**src/design/ubc_pkg.sv**
```systemverilog
// Package: register map, field layout, timing and types of the burst controller
package ubc_pkg;
  localparam int unsigned CLK_PERIOD_NS = 20;
  localparam int unsigned AXI_AW        = 4;
  localparam int unsigned PULSE_W       = 8;
  localparam int unsigned SYNC_N        = 4;

  localparam logic [AXI_AW-1:0] OFS_CTRL   = 4'h0;
  localparam logic [AXI_AW-1:0] OFS_BURST  = 4'h4;
  localparam logic [AXI_AW-1:0] OFS_STATUS = 4'h8;

  // Control word layout
  localparam int unsigned B_MODE_LO    = 0;
  localparam int unsigned B_CMD_TRIG   = 2;
  localparam int unsigned B_HI_Z       = 3;
  localparam int unsigned B_LSTN_DIS   = 4;
  localparam int unsigned B_RECHARGE   = 5;
  localparam int unsigned B_VLEVEL_LO  = 8;
  // Burst word layout
  localparam int unsigned B_PULSE_LO   = 0;
  localparam int unsigned B_FTIME_LO   = 8;
  // Status word layout
  localparam int unsigned B_READY      = 0;
  localparam int unsigned B_PCNT_FLT   = 1;
  localparam int unsigned B_STUCK_FLT  = 2;
  localparam int unsigned B_ACTIVE     = 3;
  localparam int unsigned B_ARMED      = 4;
  localparam int unsigned B_BLANK      = 5;

  localparam logic [2:0]  FTIME_CLEAR  = 3'h7;
  localparam logic [2:0]  FTIME_RESET  = 3'h7;
  localparam logic [3:0]  VLEVEL_RESET = 4'h0;
  localparam logic [PULSE_W-1:0] PULSE_RESET = 8'h00;

  localparam logic [1:0] RESP_OKAY   = 2'h0;
  localparam logic [1:0] RESP_SLVERR = 2'h2;

  localparam logic [1:0] MODE_SPI    = 2'h0;
  localparam logic [1:0] MODE_ENPIN  = 2'h1;
  localparam logic [1:0] MODE_DIRECT = 2'h2;
  localparam logic [1:0] MODE_SINGLE = 2'h3;

  // Stuck-drive window: (field + 1) units
  localparam int unsigned FAULT_UNIT_NS  = 1000;
  localparam int unsigned FAULT_UNIT_CYC =
    (FAULT_UNIT_NS / CLK_PERIOD_NS) > 0 ? FAULT_UNIT_NS / CLK_PERIOD_NS : 1;
  // Half period of the internal overlap clock
  localparam int unsigned INT_HALF_NS  = 1000;
  localparam int unsigned INT_HALF_CYC =
    (INT_HALF_NS + CLK_PERIOD_NS - 1) / CLK_PERIOD_NS;

  typedef enum logic [1:0] {ST_IDLE, ST_ARMED, ST_ACTIVE, ST_BLANK} ubc_state_e;

  typedef struct packed {
    logic [3:0]         vlevel;
    logic               recharge;
    logic               lstn_dis;
    logic               hi_z;
    logic               cmd_trig;
    logic [1:0]         mode;
    logic [2:0]         ftime;
    logic [PULSE_W-1:0] pulses;
  } ubc_cfg_s;
endpackage

```
**src/design/ubc_burst_ctrl.sv**
```systemverilog
// Burst controller: pin-driven burst modes, drive-supply gating, diagnostics
// Function
// - Charging stops once the monitored drive supply reaches the selected level.
// - Reset leaves high-impedance set; regulation starts only once it clears.
// - With listen-regulation-disable set, charging stops after a burst ends.
// - Setting recharge trigger restores charging after automatic disable.
// - Supply-ready status bit shows the supply reached its level while high-impedance is clear.
// - Recharge trigger still set at burst end keeps charging enabled.
// - High-impedance set makes listen-disable and recharge trigger ignored.
// - Mode field picks one of four modes; outputs move at later fall.
// - Mode 0 arms on command trigger, starts at second pin fall.
// - Mode 0 ends at pulse count or command trigger clear.
// - Mode 0 needs trigger low then high again before rearming.
// - Mode 1 arms on first pin low, ends at count or rise.
// - Mode 1 needs first pin high then low again to rearm.
// - Mode 2 arms on any fall, starts on first pin fall, follows pins.
// - Mode 2 overlap over half internal period ends and disarms burst.
// - Mode 3 one fall of second pin arms and starts; ends at count.
// - Mode 3 blank-out of fault time after burst blocks new starts.
// - Count zero bursts continuously in modes 0 and 1, not mode 3.
// - Modes 0, 1, 3 flag short pulse count at burst end.
// - No toggle within fault time forces end and sets stuck flag.
// - Stuck flag clears on start, fault time write 7, or standby.
// - Pulse-count flag clears on start or standby entry.
`timescale 1ns/1ps
module ubc_burst_ctrl
  import ubc_pkg::*;
#(
  parameter int unsigned FAULT_UNIT = FAULT_UNIT_CYC,
  parameter int unsigned OVL_CYC    = INT_HALF_CYC
)(
  input  wire logic              clk,
  input  wire logic              sys_rst,
  input  wire logic [AXI_AW-1:0] s_axi_awaddr,
  input  wire logic              s_axi_awvalid,
  output logic                   s_axi_awready,
  input  wire logic [31:0]       s_axi_wdata,
  input  wire logic [3:0]        s_axi_wstrb,
  input  wire logic              s_axi_wvalid,
  output logic                   s_axi_wready,
  output logic [1:0]             s_axi_bresp,
  output logic                   s_axi_bvalid,
  input  wire logic              s_axi_bready,
  input  wire logic [AXI_AW-1:0] s_axi_araddr,
  input  wire logic              s_axi_arvalid,
  output logic                   s_axi_arready,
  output logic [31:0]            s_axi_rdata,
  output logic [1:0]             s_axi_rresp,
  output logic                   s_axi_rvalid,
  input  wire logic              s_axi_rready,
  input  wire logic              first_io_pin,
  input  wire logic              second_io_pin,
  input  wire logic              supply_at_level,
  input  wire logic              standby_mode,
  output logic                   drive_out_a,
  output logic                   drive_out_b,
  output logic                   charge_enable,
  output logic [3:0]             drive_voltage_level
);
  localparam int unsigned TMR_W = 16;

  initial
  begin
    if (FAULT_UNIT < 1 || 8 * FAULT_UNIT >= (1 << TMR_W))
      $error("FAULT_UNIT out of range");
    if (OVL_CYC < 1 || OVL_CYC >= (1 << TMR_W))
      $error("OVL_CYC out of range");
  end

  // Pin synchronisers: three stages, a change counts when 2 and 3 agree
  logic [SYNC_N-1:0] async_in;
  logic [SYNC_N-1:0] s1_q;
  logic [SYNC_N-1:0] s2_q;
  logic [SYNC_N-1:0] s3_q;
  logic [SYNC_N-1:0] lvl_q;
  assign async_in = {standby_mode, supply_at_level, second_io_pin,
                     first_io_pin};

  genvar gi;
  generate
    for (gi = 0; gi < SYNC_N; gi++)
    begin : g_sync
      always_ff @(posedge clk)
      begin
        if (sys_rst)
        begin
          s1_q[gi]  <= 1'b1;
          s2_q[gi]  <= 1'b1;
          s3_q[gi]  <= 1'b1;
          lvl_q[gi] <= 1'b1;
        end
        else
        begin
          s1_q[gi] <= async_in[gi];
          s2_q[gi] <= s1_q[gi];
          s3_q[gi] <= s2_q[gi];
          if (s2_q[gi] == s3_q[gi])
            lvl_q[gi] <= s3_q[gi];
        end
      end
    end
  endgenerate

  ubc_cfg_s cfg_q;
  logic io1_new;
  logic io2_new;
  logic io1_fall;
  logic io1_rise;
  logic io2_fall;
  logic io_toggle;
  logic standby_entry;
  assign io1_new  = (s2_q[0] == s3_q[0]) ? s3_q[0] : lvl_q[0];
  assign io2_new  = (s2_q[1] == s3_q[1]) ? s3_q[1] : lvl_q[1];
  assign io1_fall = lvl_q[0] & ~io1_new;
  assign io1_rise = ~lvl_q[0] & io1_new;
  assign io2_fall = lvl_q[1] & ~io2_new;
  assign io_toggle = (lvl_q[1] != io2_new) |
                     ((cfg_q.mode == MODE_DIRECT) & (lvl_q[0] != io1_new));
  assign standby_entry = (s2_q[3] == s3_q[3]) & s3_q[3] & ~lvl_q[3];

  // Register file
  logic     ftime_clr_wr;
  logic     recharge_set;
  logic     cmd_rise;
  logic     cmd_prev_q;

  // AXI4-Lite write: address and data taken in either order
  logic              aw_have_q;
  logic              w_have_q;
  logic [AXI_AW-1:0] aw_addr_q;
  logic [31:0]       w_data_q;
  logic [3:0]        w_strb_q;
  logic              wr_fire;
  assign wr_fire = aw_have_q & w_have_q & ~s_axi_bvalid;

  always_ff @(posedge clk)
  begin
    if (sys_rst)
    begin
      aw_have_q     <= 1'b0;
      w_have_q      <= 1'b0;
      aw_addr_q     <= '0;
      w_data_q      <= '0;
      w_strb_q      <= '0;
      s_axi_awready <= 1'b0;
      s_axi_wready  <= 1'b0;
      s_axi_bvalid  <= 1'b0;
      s_axi_bresp   <= RESP_OKAY;
    end
    else
    begin
      s_axi_awready <= ~aw_have_q & ~s_axi_awready & ~s_axi_bvalid;
      s_axi_wready  <= ~w_have_q & ~s_axi_wready & ~s_axi_bvalid;
      if (s_axi_awvalid & s_axi_awready)
      begin
        aw_have_q     <= 1'b1;
        aw_addr_q     <= s_axi_awaddr;
        s_axi_awready <= 1'b0;
      end
      if (s_axi_wvalid & s_axi_wready)
      begin
        w_have_q     <= 1'b1;
        w_data_q     <= s_axi_wdata;
        w_strb_q     <= s_axi_wstrb;
        s_axi_wready <= 1'b0;
      end
      if (wr_fire)
      begin
        aw_have_q    <= 1'b0;
        w_have_q     <= 1'b0;
        s_axi_bvalid <= 1'b1;
        s_axi_bresp  <= (aw_addr_q == OFS_CTRL || aw_addr_q == OFS_BURST) ?
                        RESP_OKAY : RESP_SLVERR;
      end
      else if (s_axi_bvalid & s_axi_bready)
        s_axi_bvalid <= 1'b0;
    end
  end

  assign ftime_clr_wr = wr_fire & (aw_addr_q == OFS_BURST) & w_strb_q[1] &
                        (w_data_q[B_FTIME_LO +: 3] == FTIME_CLEAR);
  assign recharge_set = wr_fire & (aw_addr_q == OFS_CTRL) & w_strb_q[0] &
                        w_data_q[B_RECHARGE] & ~cfg_q.recharge;

  always_ff @(posedge clk)
  begin
    if (sys_rst)
    begin
      cfg_q.vlevel   <= VLEVEL_RESET;
      cfg_q.recharge <= 1'b0;
      cfg_q.lstn_dis <= 1'b0;
      cfg_q.hi_z     <= 1'b1;
      cfg_q.cmd_trig <= 1'b0;
      cfg_q.mode     <= MODE_SPI;
      cfg_q.ftime    <= FTIME_RESET;
      cfg_q.pulses   <= PULSE_RESET;
    end
    else if (wr_fire && aw_addr_q == OFS_CTRL)
    begin
      if (w_strb_q[0])
      begin
        cfg_q.mode     <= w_data_q[B_MODE_LO +: 2];
        cfg_q.cmd_trig <= w_data_q[B_CMD_TRIG];
        cfg_q.hi_z     <= w_data_q[B_HI_Z];
        cfg_q.lstn_dis <= w_data_q[B_LSTN_DIS];
        cfg_q.recharge <= w_data_q[B_RECHARGE];
      end
      if (w_strb_q[1])
        cfg_q.vlevel <= w_data_q[B_VLEVEL_LO +: 4];
    end
    else if (wr_fire && aw_addr_q == OFS_BURST)
    begin
      if (w_strb_q[0])
        cfg_q.pulses <= w_data_q[B_PULSE_LO +: PULSE_W];
      if (w_strb_q[1])
        cfg_q.ftime <= w_data_q[B_FTIME_LO +: 3];
    end
  end

  // Burst sequencer
  ubc_state_e         state_q;
  logic [PULSE_W-1:0] count_q;
  logic [TMR_W-1:0]   tmr_q;
  logic [TMR_W-1:0]   ovl_q;
  logic [TMR_W-1:0]   fault_win;
  logic               counted;
  logic               overlap;
  logic               stuck;
  logic               start;
  logic               stop;
  logic               short_count;
  logic               pcnt_flt_q;
  logic               stuck_flt_q;
  logic               lstn_off_q;

  assign fault_win = TMR_W'((32'(cfg_q.ftime) + 1) * FAULT_UNIT);
  assign cmd_rise  = cfg_q.cmd_trig & ~cmd_prev_q;
  // Count zero never completes, giving continuous bursts in modes 0 and 1
  assign counted   = (cfg_q.pulses != '0) && io2_fall &&
                     (count_q + PULSE_W'(1) == cfg_q.pulses);
  assign overlap   = (ovl_q >= TMR_W'(OVL_CYC));
  assign stuck     = (tmr_q >= fault_win);
  assign short_count = (cfg_q.mode != MODE_DIRECT) &&
                       (count_q != cfg_q.pulses);

  always_comb
  begin
    start = 1'b0;
    stop  = 1'b0;
    unique case (state_q)
      ST_ARMED:
        start = (cfg_q.mode == MODE_DIRECT) ? io1_fall : io2_fall;
      ST_IDLE:
        start = (cfg_q.mode == MODE_SINGLE) & io2_fall;
      ST_ACTIVE:
      begin
        unique case (cfg_q.mode)
          MODE_SPI:    stop = counted | ~cfg_q.cmd_trig;
          MODE_ENPIN:  stop = counted | io1_rise;
          MODE_DIRECT: stop = overlap;
          MODE_SINGLE: stop = counted | (cfg_q.pulses == '0);
        endcase
        stop = stop | stuck;
      end
      ST_BLANK: ;
    endcase
  end

  always_ff @(posedge clk)
  begin
    if (sys_rst)
      cmd_prev_q <= 1'b0;
    else
      cmd_prev_q <= cfg_q.cmd_trig;
  end

  always_ff @(posedge clk)
  begin
    if (sys_rst)
      state_q <= ST_IDLE;
    else
    begin
      unique case (state_q)
        ST_IDLE:
          if (start)
            state_q <= ST_ACTIVE;
          else if ((cfg_q.mode == MODE_SPI && cmd_rise) ||
                   (cfg_q.mode == MODE_ENPIN && io1_fall) ||
                   (cfg_q.mode == MODE_DIRECT &&
                    (io1_fall | io2_fall)))
            state_q <= ST_ARMED;
        ST_ARMED:
          if (cfg_q.mode == MODE_SPI && !cfg_q.cmd_trig)
            state_q <= ST_IDLE;
          else if (cfg_q.mode == MODE_ENPIN && io1_rise)
            state_q <= ST_IDLE;
          else if (start)
            state_q <= ST_ACTIVE;
        ST_ACTIVE:
          if (stop)
            state_q <= (cfg_q.mode == MODE_SINGLE) ? ST_BLANK : ST_IDLE;
        ST_BLANK:
          if (stuck)
            state_q <= ST_IDLE;
      endcase
    end
  end

  // Pulse counter, stuck timer and overlap timer
  always_ff @(posedge clk)
  begin
    if (sys_rst)
    begin
      count_q <= '0;
      tmr_q   <= '0;
      ovl_q   <= '0;
    end
    else
    begin
      if (start)
        count_q <= '0;
      else if (state_q == ST_ACTIVE && io2_fall &&
               count_q != {PULSE_W{1'b1}})
        count_q <= count_q + PULSE_W'(1);
      // Active: restart on each toggle; blank: free count from burst end
      if (start || stop || (state_q == ST_ACTIVE && io_toggle))
        tmr_q <= '0;
      else if ((state_q == ST_ACTIVE || state_q == ST_BLANK) && !stuck)
        tmr_q <= tmr_q + TMR_W'(1);
      if (state_q == ST_ACTIVE && lvl_q[0] && lvl_q[1] && !overlap)
        ovl_q <= ovl_q + TMR_W'(1);
      else if (!(lvl_q[0] && lvl_q[1]) || state_q != ST_ACTIVE)
        ovl_q <= '0;
    end
  end

  // Fault flags; a set in the same cycle as a clear wins
  always_ff @(posedge clk)
  begin
    if (sys_rst)
    begin
      pcnt_flt_q  <= 1'b0;
      stuck_flt_q <= 1'b0;
    end
    else
    begin
      if (start || standby_entry)
        pcnt_flt_q <= 1'b0;
      if (start || standby_entry || ftime_clr_wr)
        stuck_flt_q <= 1'b0;
      if (state_q == ST_ACTIVE && stop && short_count && !counted)
        pcnt_flt_q <= 1'b1;
      if (state_q == ST_ACTIVE && stuck)
        stuck_flt_q <= 1'b1;
    end
  end

  // Drive supply gating
  always_ff @(posedge clk)
  begin
    if (sys_rst)
      lstn_off_q <= 1'b0;
    else if (cfg_q.hi_z)
      lstn_off_q <= 1'b0;
    else if (state_q == ST_ACTIVE && stop && cfg_q.lstn_dis &&
             !cfg_q.recharge)
      lstn_off_q <= 1'b1;
    else if (recharge_set)
      lstn_off_q <= 1'b0;
  end

  always_ff @(posedge clk)
  begin
    if (sys_rst)
    begin
      charge_enable       <= 1'b0;
      drive_voltage_level <= VLEVEL_RESET;
    end
    else
    begin
      charge_enable       <= ~cfg_q.hi_z & ~lstn_off_q & ~lvl_q[2];
      drive_voltage_level <= cfg_q.vlevel;
    end
  end

  // Drive outputs: off outside a burst so neither FET conducts
  always_ff @(posedge clk)
  begin
    if (sys_rst)
    begin
      drive_out_a <= 1'b0;
      drive_out_b <= 1'b0;
    end
    else if (state_q == ST_ACTIVE && !stop)
    begin
      if (cfg_q.mode == MODE_DIRECT)
      begin
        drive_out_a <= ~lvl_q[0];
        drive_out_b <= ~lvl_q[1];
      end
      else
      begin
        drive_out_a <= ~lvl_q[1];
        drive_out_b <= lvl_q[1];
      end
    end
    else
    begin
      drive_out_a <= 1'b0;
      drive_out_b <= 1'b0;
    end
  end

  // AXI4-Lite read
  logic [31:0] rd_word;
  logic        rd_ok;
  always_comb
  begin
    rd_word = '0;
    rd_ok   = 1'b1;
    unique case (s_axi_araddr)
      OFS_CTRL:
      begin
        rd_word[B_MODE_LO +: 2]   = cfg_q.mode;
        rd_word[B_CMD_TRIG]       = cfg_q.cmd_trig;
        rd_word[B_HI_Z]           = cfg_q.hi_z;
        rd_word[B_LSTN_DIS]       = cfg_q.lstn_dis;
        rd_word[B_RECHARGE]       = cfg_q.recharge;
        rd_word[B_VLEVEL_LO +: 4] = cfg_q.vlevel;
      end
      OFS_BURST:
      begin
        rd_word[B_PULSE_LO +: PULSE_W] = cfg_q.pulses;
        rd_word[B_FTIME_LO +: 3]       = cfg_q.ftime;
      end
      OFS_STATUS:
      begin
        rd_word[B_READY]     = ~cfg_q.hi_z & lvl_q[2];
        rd_word[B_PCNT_FLT]  = pcnt_flt_q;
        rd_word[B_STUCK_FLT] = stuck_flt_q;
        rd_word[B_ACTIVE]    = (state_q == ST_ACTIVE);
        rd_word[B_ARMED]     = (state_q == ST_ARMED);
        rd_word[B_BLANK]     = (state_q == ST_BLANK);
      end
      default:
        rd_ok = 1'b0;
    endcase
  end

  always_ff @(posedge clk)
  begin
    if (sys_rst)
    begin
      s_axi_arready <= 1'b0;
      s_axi_rvalid  <= 1'b0;
      s_axi_rdata   <= '0;
      s_axi_rresp   <= RESP_OKAY;
    end
    else
    begin
      s_axi_arready <= ~s_axi_arready & ~s_axi_rvalid & s_axi_arvalid;
      if (s_axi_arvalid & s_axi_arready)
      begin
        s_axi_arready <= 1'b0;
        s_axi_rvalid  <= 1'b1;
        s_axi_rdata   <= rd_word;
        s_axi_rresp   <= rd_ok ? RESP_OKAY : RESP_SLVERR;
      end
      else if (s_axi_rvalid & s_axi_rready)
        s_axi_rvalid <= 1'b0;
    end
  end
endmodule

```
**config.mk**
```make
export PLATFORM = sky130hd
export DESIGN_NAME = ubc_burst_ctrl
export DESIGN_NICKNAME = d
export VERILOG_FILES = /design/src/design/ubc_pkg.sv /design/src/design/ubc_burst_ctrl.sv
export SDC_FILE = /design/constraint.sdc
export NUM_CORES = 1
export LEC_CHECK = 0
export BUFFER_PORTS_ARGS = -buffer_cell sky130_fd_sc_hd__buf_2
export CAP_MARGIN = 10
export CORE_MARGIN = 2
export CORE_UTILIZATION = 55
export DETAILED_ROUTE_END_ITERATION = 10
export MAX_ROUTING_LAYER = met4
export PLACE_DENSITY_LB_ADDON = 0.08
export SYNTH_ARGS = -nofsm -noshare
export SYNTH_HDL_FRONTEND = slang
export SYNTH_SLANG_ARGS = --single-unit
```
**constraint.sdc**
```tcl
create_clock -name clk -period 4.85 [get_ports clk]
set_clock_uncertainty 0.2 [all_clocks]
set_input_delay 0.97 -clock clk [delete_from_list [all_inputs] [get_ports clk]]
set_output_delay 0.97 -clock clk [all_outputs]
set_load 0.05 [all_outputs]
```
==> flow_summary_export.csv <==
group,metric,value,unit
status,run_status,"completed",
critical_path,r2r_slack,0.44,ns
clock_network,cts_max_level,4,
place,io_buffers,58,
drt,wirelength,13.07,mm
clock_network,hold_buffers,0,
die,ios,103,
global_route,grt_first_pass_wirelength,21.36,mm
synth,synth_warnings,0,
clock_network,clk_pin_slew,0.06,ns
timing,tightest_slew,0.8507,ns
drt,antenna_left,0,
die,initial_utilization,0.5649,
synth,syn_area_per_cell,9.058,µm²
clock_network,clockBufferDepth,2,
global_route,overflow,0,
place,gp_congestion,0.8602,
drt,drcViolationCount,0,
critical_path,ff2ff_path_depth,14,
timing,finalCritPeriodShare,0.9096,
clock_network,clock-sinks,129,
finish,final_common_cell,"dfxtp_1",
timing,hold_viol,0,
drt,dr.pass1.iters,4,
drt,first_iter_violations,259,
worst_hold_path,hold_start,"s1_q[2]",
timing,slew_viol_final,0,
timing,period_needed,4.411,ns
finish,syn_to_final_growth,15.00,%
finish,instances_no_fill,879,
critical_path,cp-start-kind,"flip-flop",
power,vdd_drop_max,317.7,µV
finish,nets,809,
clock_network,cts-root-buf,"clkbuf_8",
worst_hold_path,min_path_cells,1,
run,maxCapViolations,0,
finish,drive_above_1_share,0.1827,
critical_path,crit_path_end_kind,"flip-flop",
timing,slew_headroom,0.4329,
synth,ys_seq_elements,129,
synth,synth-async-reset-ratio,0,
clock_network,worstSkewPairLatency,0.53,ns
global_route,grt_antenna_before_repair,0,
drt,via_per_inst,5.489,
critical_path,worstSetupPathType,"reg2reg",
worst_hold_path,holdPathEnd,"s2_q[2]",
global_route,grt_pass1_vias,4452,
die,std_cell_rows,38,
timing,grt_setup_unrepaired,"no",
synth,synthDistinctLibCells,70,
critical_path,r2r_end,"tmr_q[1]",
die,fp.dieH,109.5,µm
drt,vias,4825,
timing,max_freq,0.2267,GHz
finish,diodes,0,
clock_network,cts_made_buffers,17,
drt,wl_per_cell,14.87,µm
timing,fin_setup_tns,0,ns
synth,synth-edff-count,0,
critical_path,cp_max_fo,11,
power,p_per_area,371.4,mW/mm²
finish,most-common-layout-cells,"dfxtp_1, nand2_1, nor2_1, buf_2, a21oi_1",
finish,layout.core_utilization,0.6496,
die,coreArea,0.01084,mm²
critical_path,required,5.08,ns
clock_network,cts_tree,"yes",
critical_path,arrival,4.64,ns
place,hpwl,9.432,mm
synth,ys.flop_type,"dfxtp_1",
power,leakagePower,3.053,nW
critical_path,r2r_start,"cfg_q[8]",
synth,syn-cell-area,0.006123,mm²
global_route,grt_max_degree,68,
synth,yosysSeqAreaShare,0.4217,
synth,synthCells,676,
clock_network,cts_resized,0,
timing,setup_viol,0,
global_route,grtUsageTotal,0.2371,
clock_network,cts_setup_buffers,0,
die,dieArea,0.01199,mm²
die,die_w,109.5,µm
place,place_inst,847,
worst_hold_path,hold_class,"reg2reg",
-- how the worst max path moves through the flow --
| stage | from | endpoint | slack, ns |
|---|---|---|---|
| after global placement | cfg_q[8] | tmr_q[1] | 0.55 |
| final | cfg_q[8] | tmr_q[1] | 0.44 |
| after detailed placement | cfg_q[8] | tmr_q[1] | 0.43 |
| after global routing | cfg_q[8] | tmr_q[1] | 0.24 |
| after floorplan | cfg_q[8] | tmr_q[1] | 1.13 |
| after CTS | cfg_q[8] | tmr_q[1] | 0.41 |
-- where the power goes --
group / total [W] / internal [W] / switching [W]
clock: 0.00139 / 0.000896 / 0.000497
sequential: 0.00109 / 0.00108 / 0.0000129
combinational: 0.000132 / 0.0000304 / 0.000101
-- registers in the layout (all words and copies together) (netlist names), 2 cells and up --
signal,cells
aw_addr_q,4
cfg_q,21
count_q,8
drive_voltage_level,4
lvl_q,4
ovl_q,16
s1_q,4
s2_q,4
s3_q,4
s_axi_rdata,12
state_q,2
tmr_q,16
w_data_q,12
w_strb_q,2
-- synth_stat cells, types with 8 or more instances --
cell type  count  area share
nor2b_1       12       0.012
clkbuf_1      24       0.015
nand2b_1       8      0.0082
dfxtp_1      129        0.42
xor2_1        25       0.036
mux2i_1       29       0.047
nor4_1        10       0.010
buf_4         23       0.028
a21oi_1       38       0.031
nor3_1        12      0.0098
nand3_1       25       0.020
nand2_1       69       0.042
nor3_2        10       0.016
inv_1         16      0.0098
nor2_1        58       0.036
ha_1          27       0.055
and2_1        15       0.015
nand4_1       10       0.010
or2_2         14       0.014
o21ai_0       17       0.014
xnor2_1       12       0.017
-- final cells by class --
cell class	count	area (µm²)
fillers	944	3799
multi-input cells	502	3276
flip-flops and latches	129	2582
clock buffers	18	417.9
repair buffers	60	305.3
clock inverters	14	225.2
well taps	140	175.2
inverters	16	60.06
-- per-layer routing --
metal  track usage  part of all wire
met4       0.08770             0.025
met5             -                 0
met2        0.3735              0.48
met3       0.05750             0.033
met1        0.2964              0.46
-- critical path: stages (launching register included) --
cell and delay [ns]:
dfxtp_1 0.44, inv_1 0.12, ha_1 0.36, inv_1 0.06, ha_1 0.32, fa_1 0.47
a21oi_1 0.18, xor2_1 0.12, ha_1 0.19, nor4_1 0.27, nand3_1 0.13, a21o_1 0.23
o41ai_4 0.47, a22oi_2 0.36, a2111oi_2 0.39
-- cell families (layout without fill, tap and decap cells) --
family | Yosys count | after routing | share of synthesized area
AND/OR/NAND/NOR | 284 | 284 | 0.2507
AO/OA/AOI/OAI | 100 | 100 | 0.1097
other | 1 | 23 | 0.0006124
flip-flops | 129 | 129 | 0.4217
buffers and inverters | 67 | 108 | 0.05681
multiplexers | 29 | 29 | 0.04741
XOR/XNOR | 37 | 37 | 0.05292
adder cells (fa/ha/maj) | 29 | 29 | 0.06007
-- metrics by stage --
step	hold slack [ns]	setup WS [ns]	power (W)	area, µm²
6_report	0.2079	0.4385	0.002615	7042
5_1_grt	0.2156	0.2379	0.002694	7042
4_1_cts	0.2084	0.4055	0.002631	7042
3_5_place_dp	0.1942	0.4340	0.001245	6399
3_3_place_gp	0.1930	0.5536	0.001242	6399
2_1_floorplan	0.1895	1.130	0.001229	6206
No activity file was read; power rests on OpenSTA's default activity.
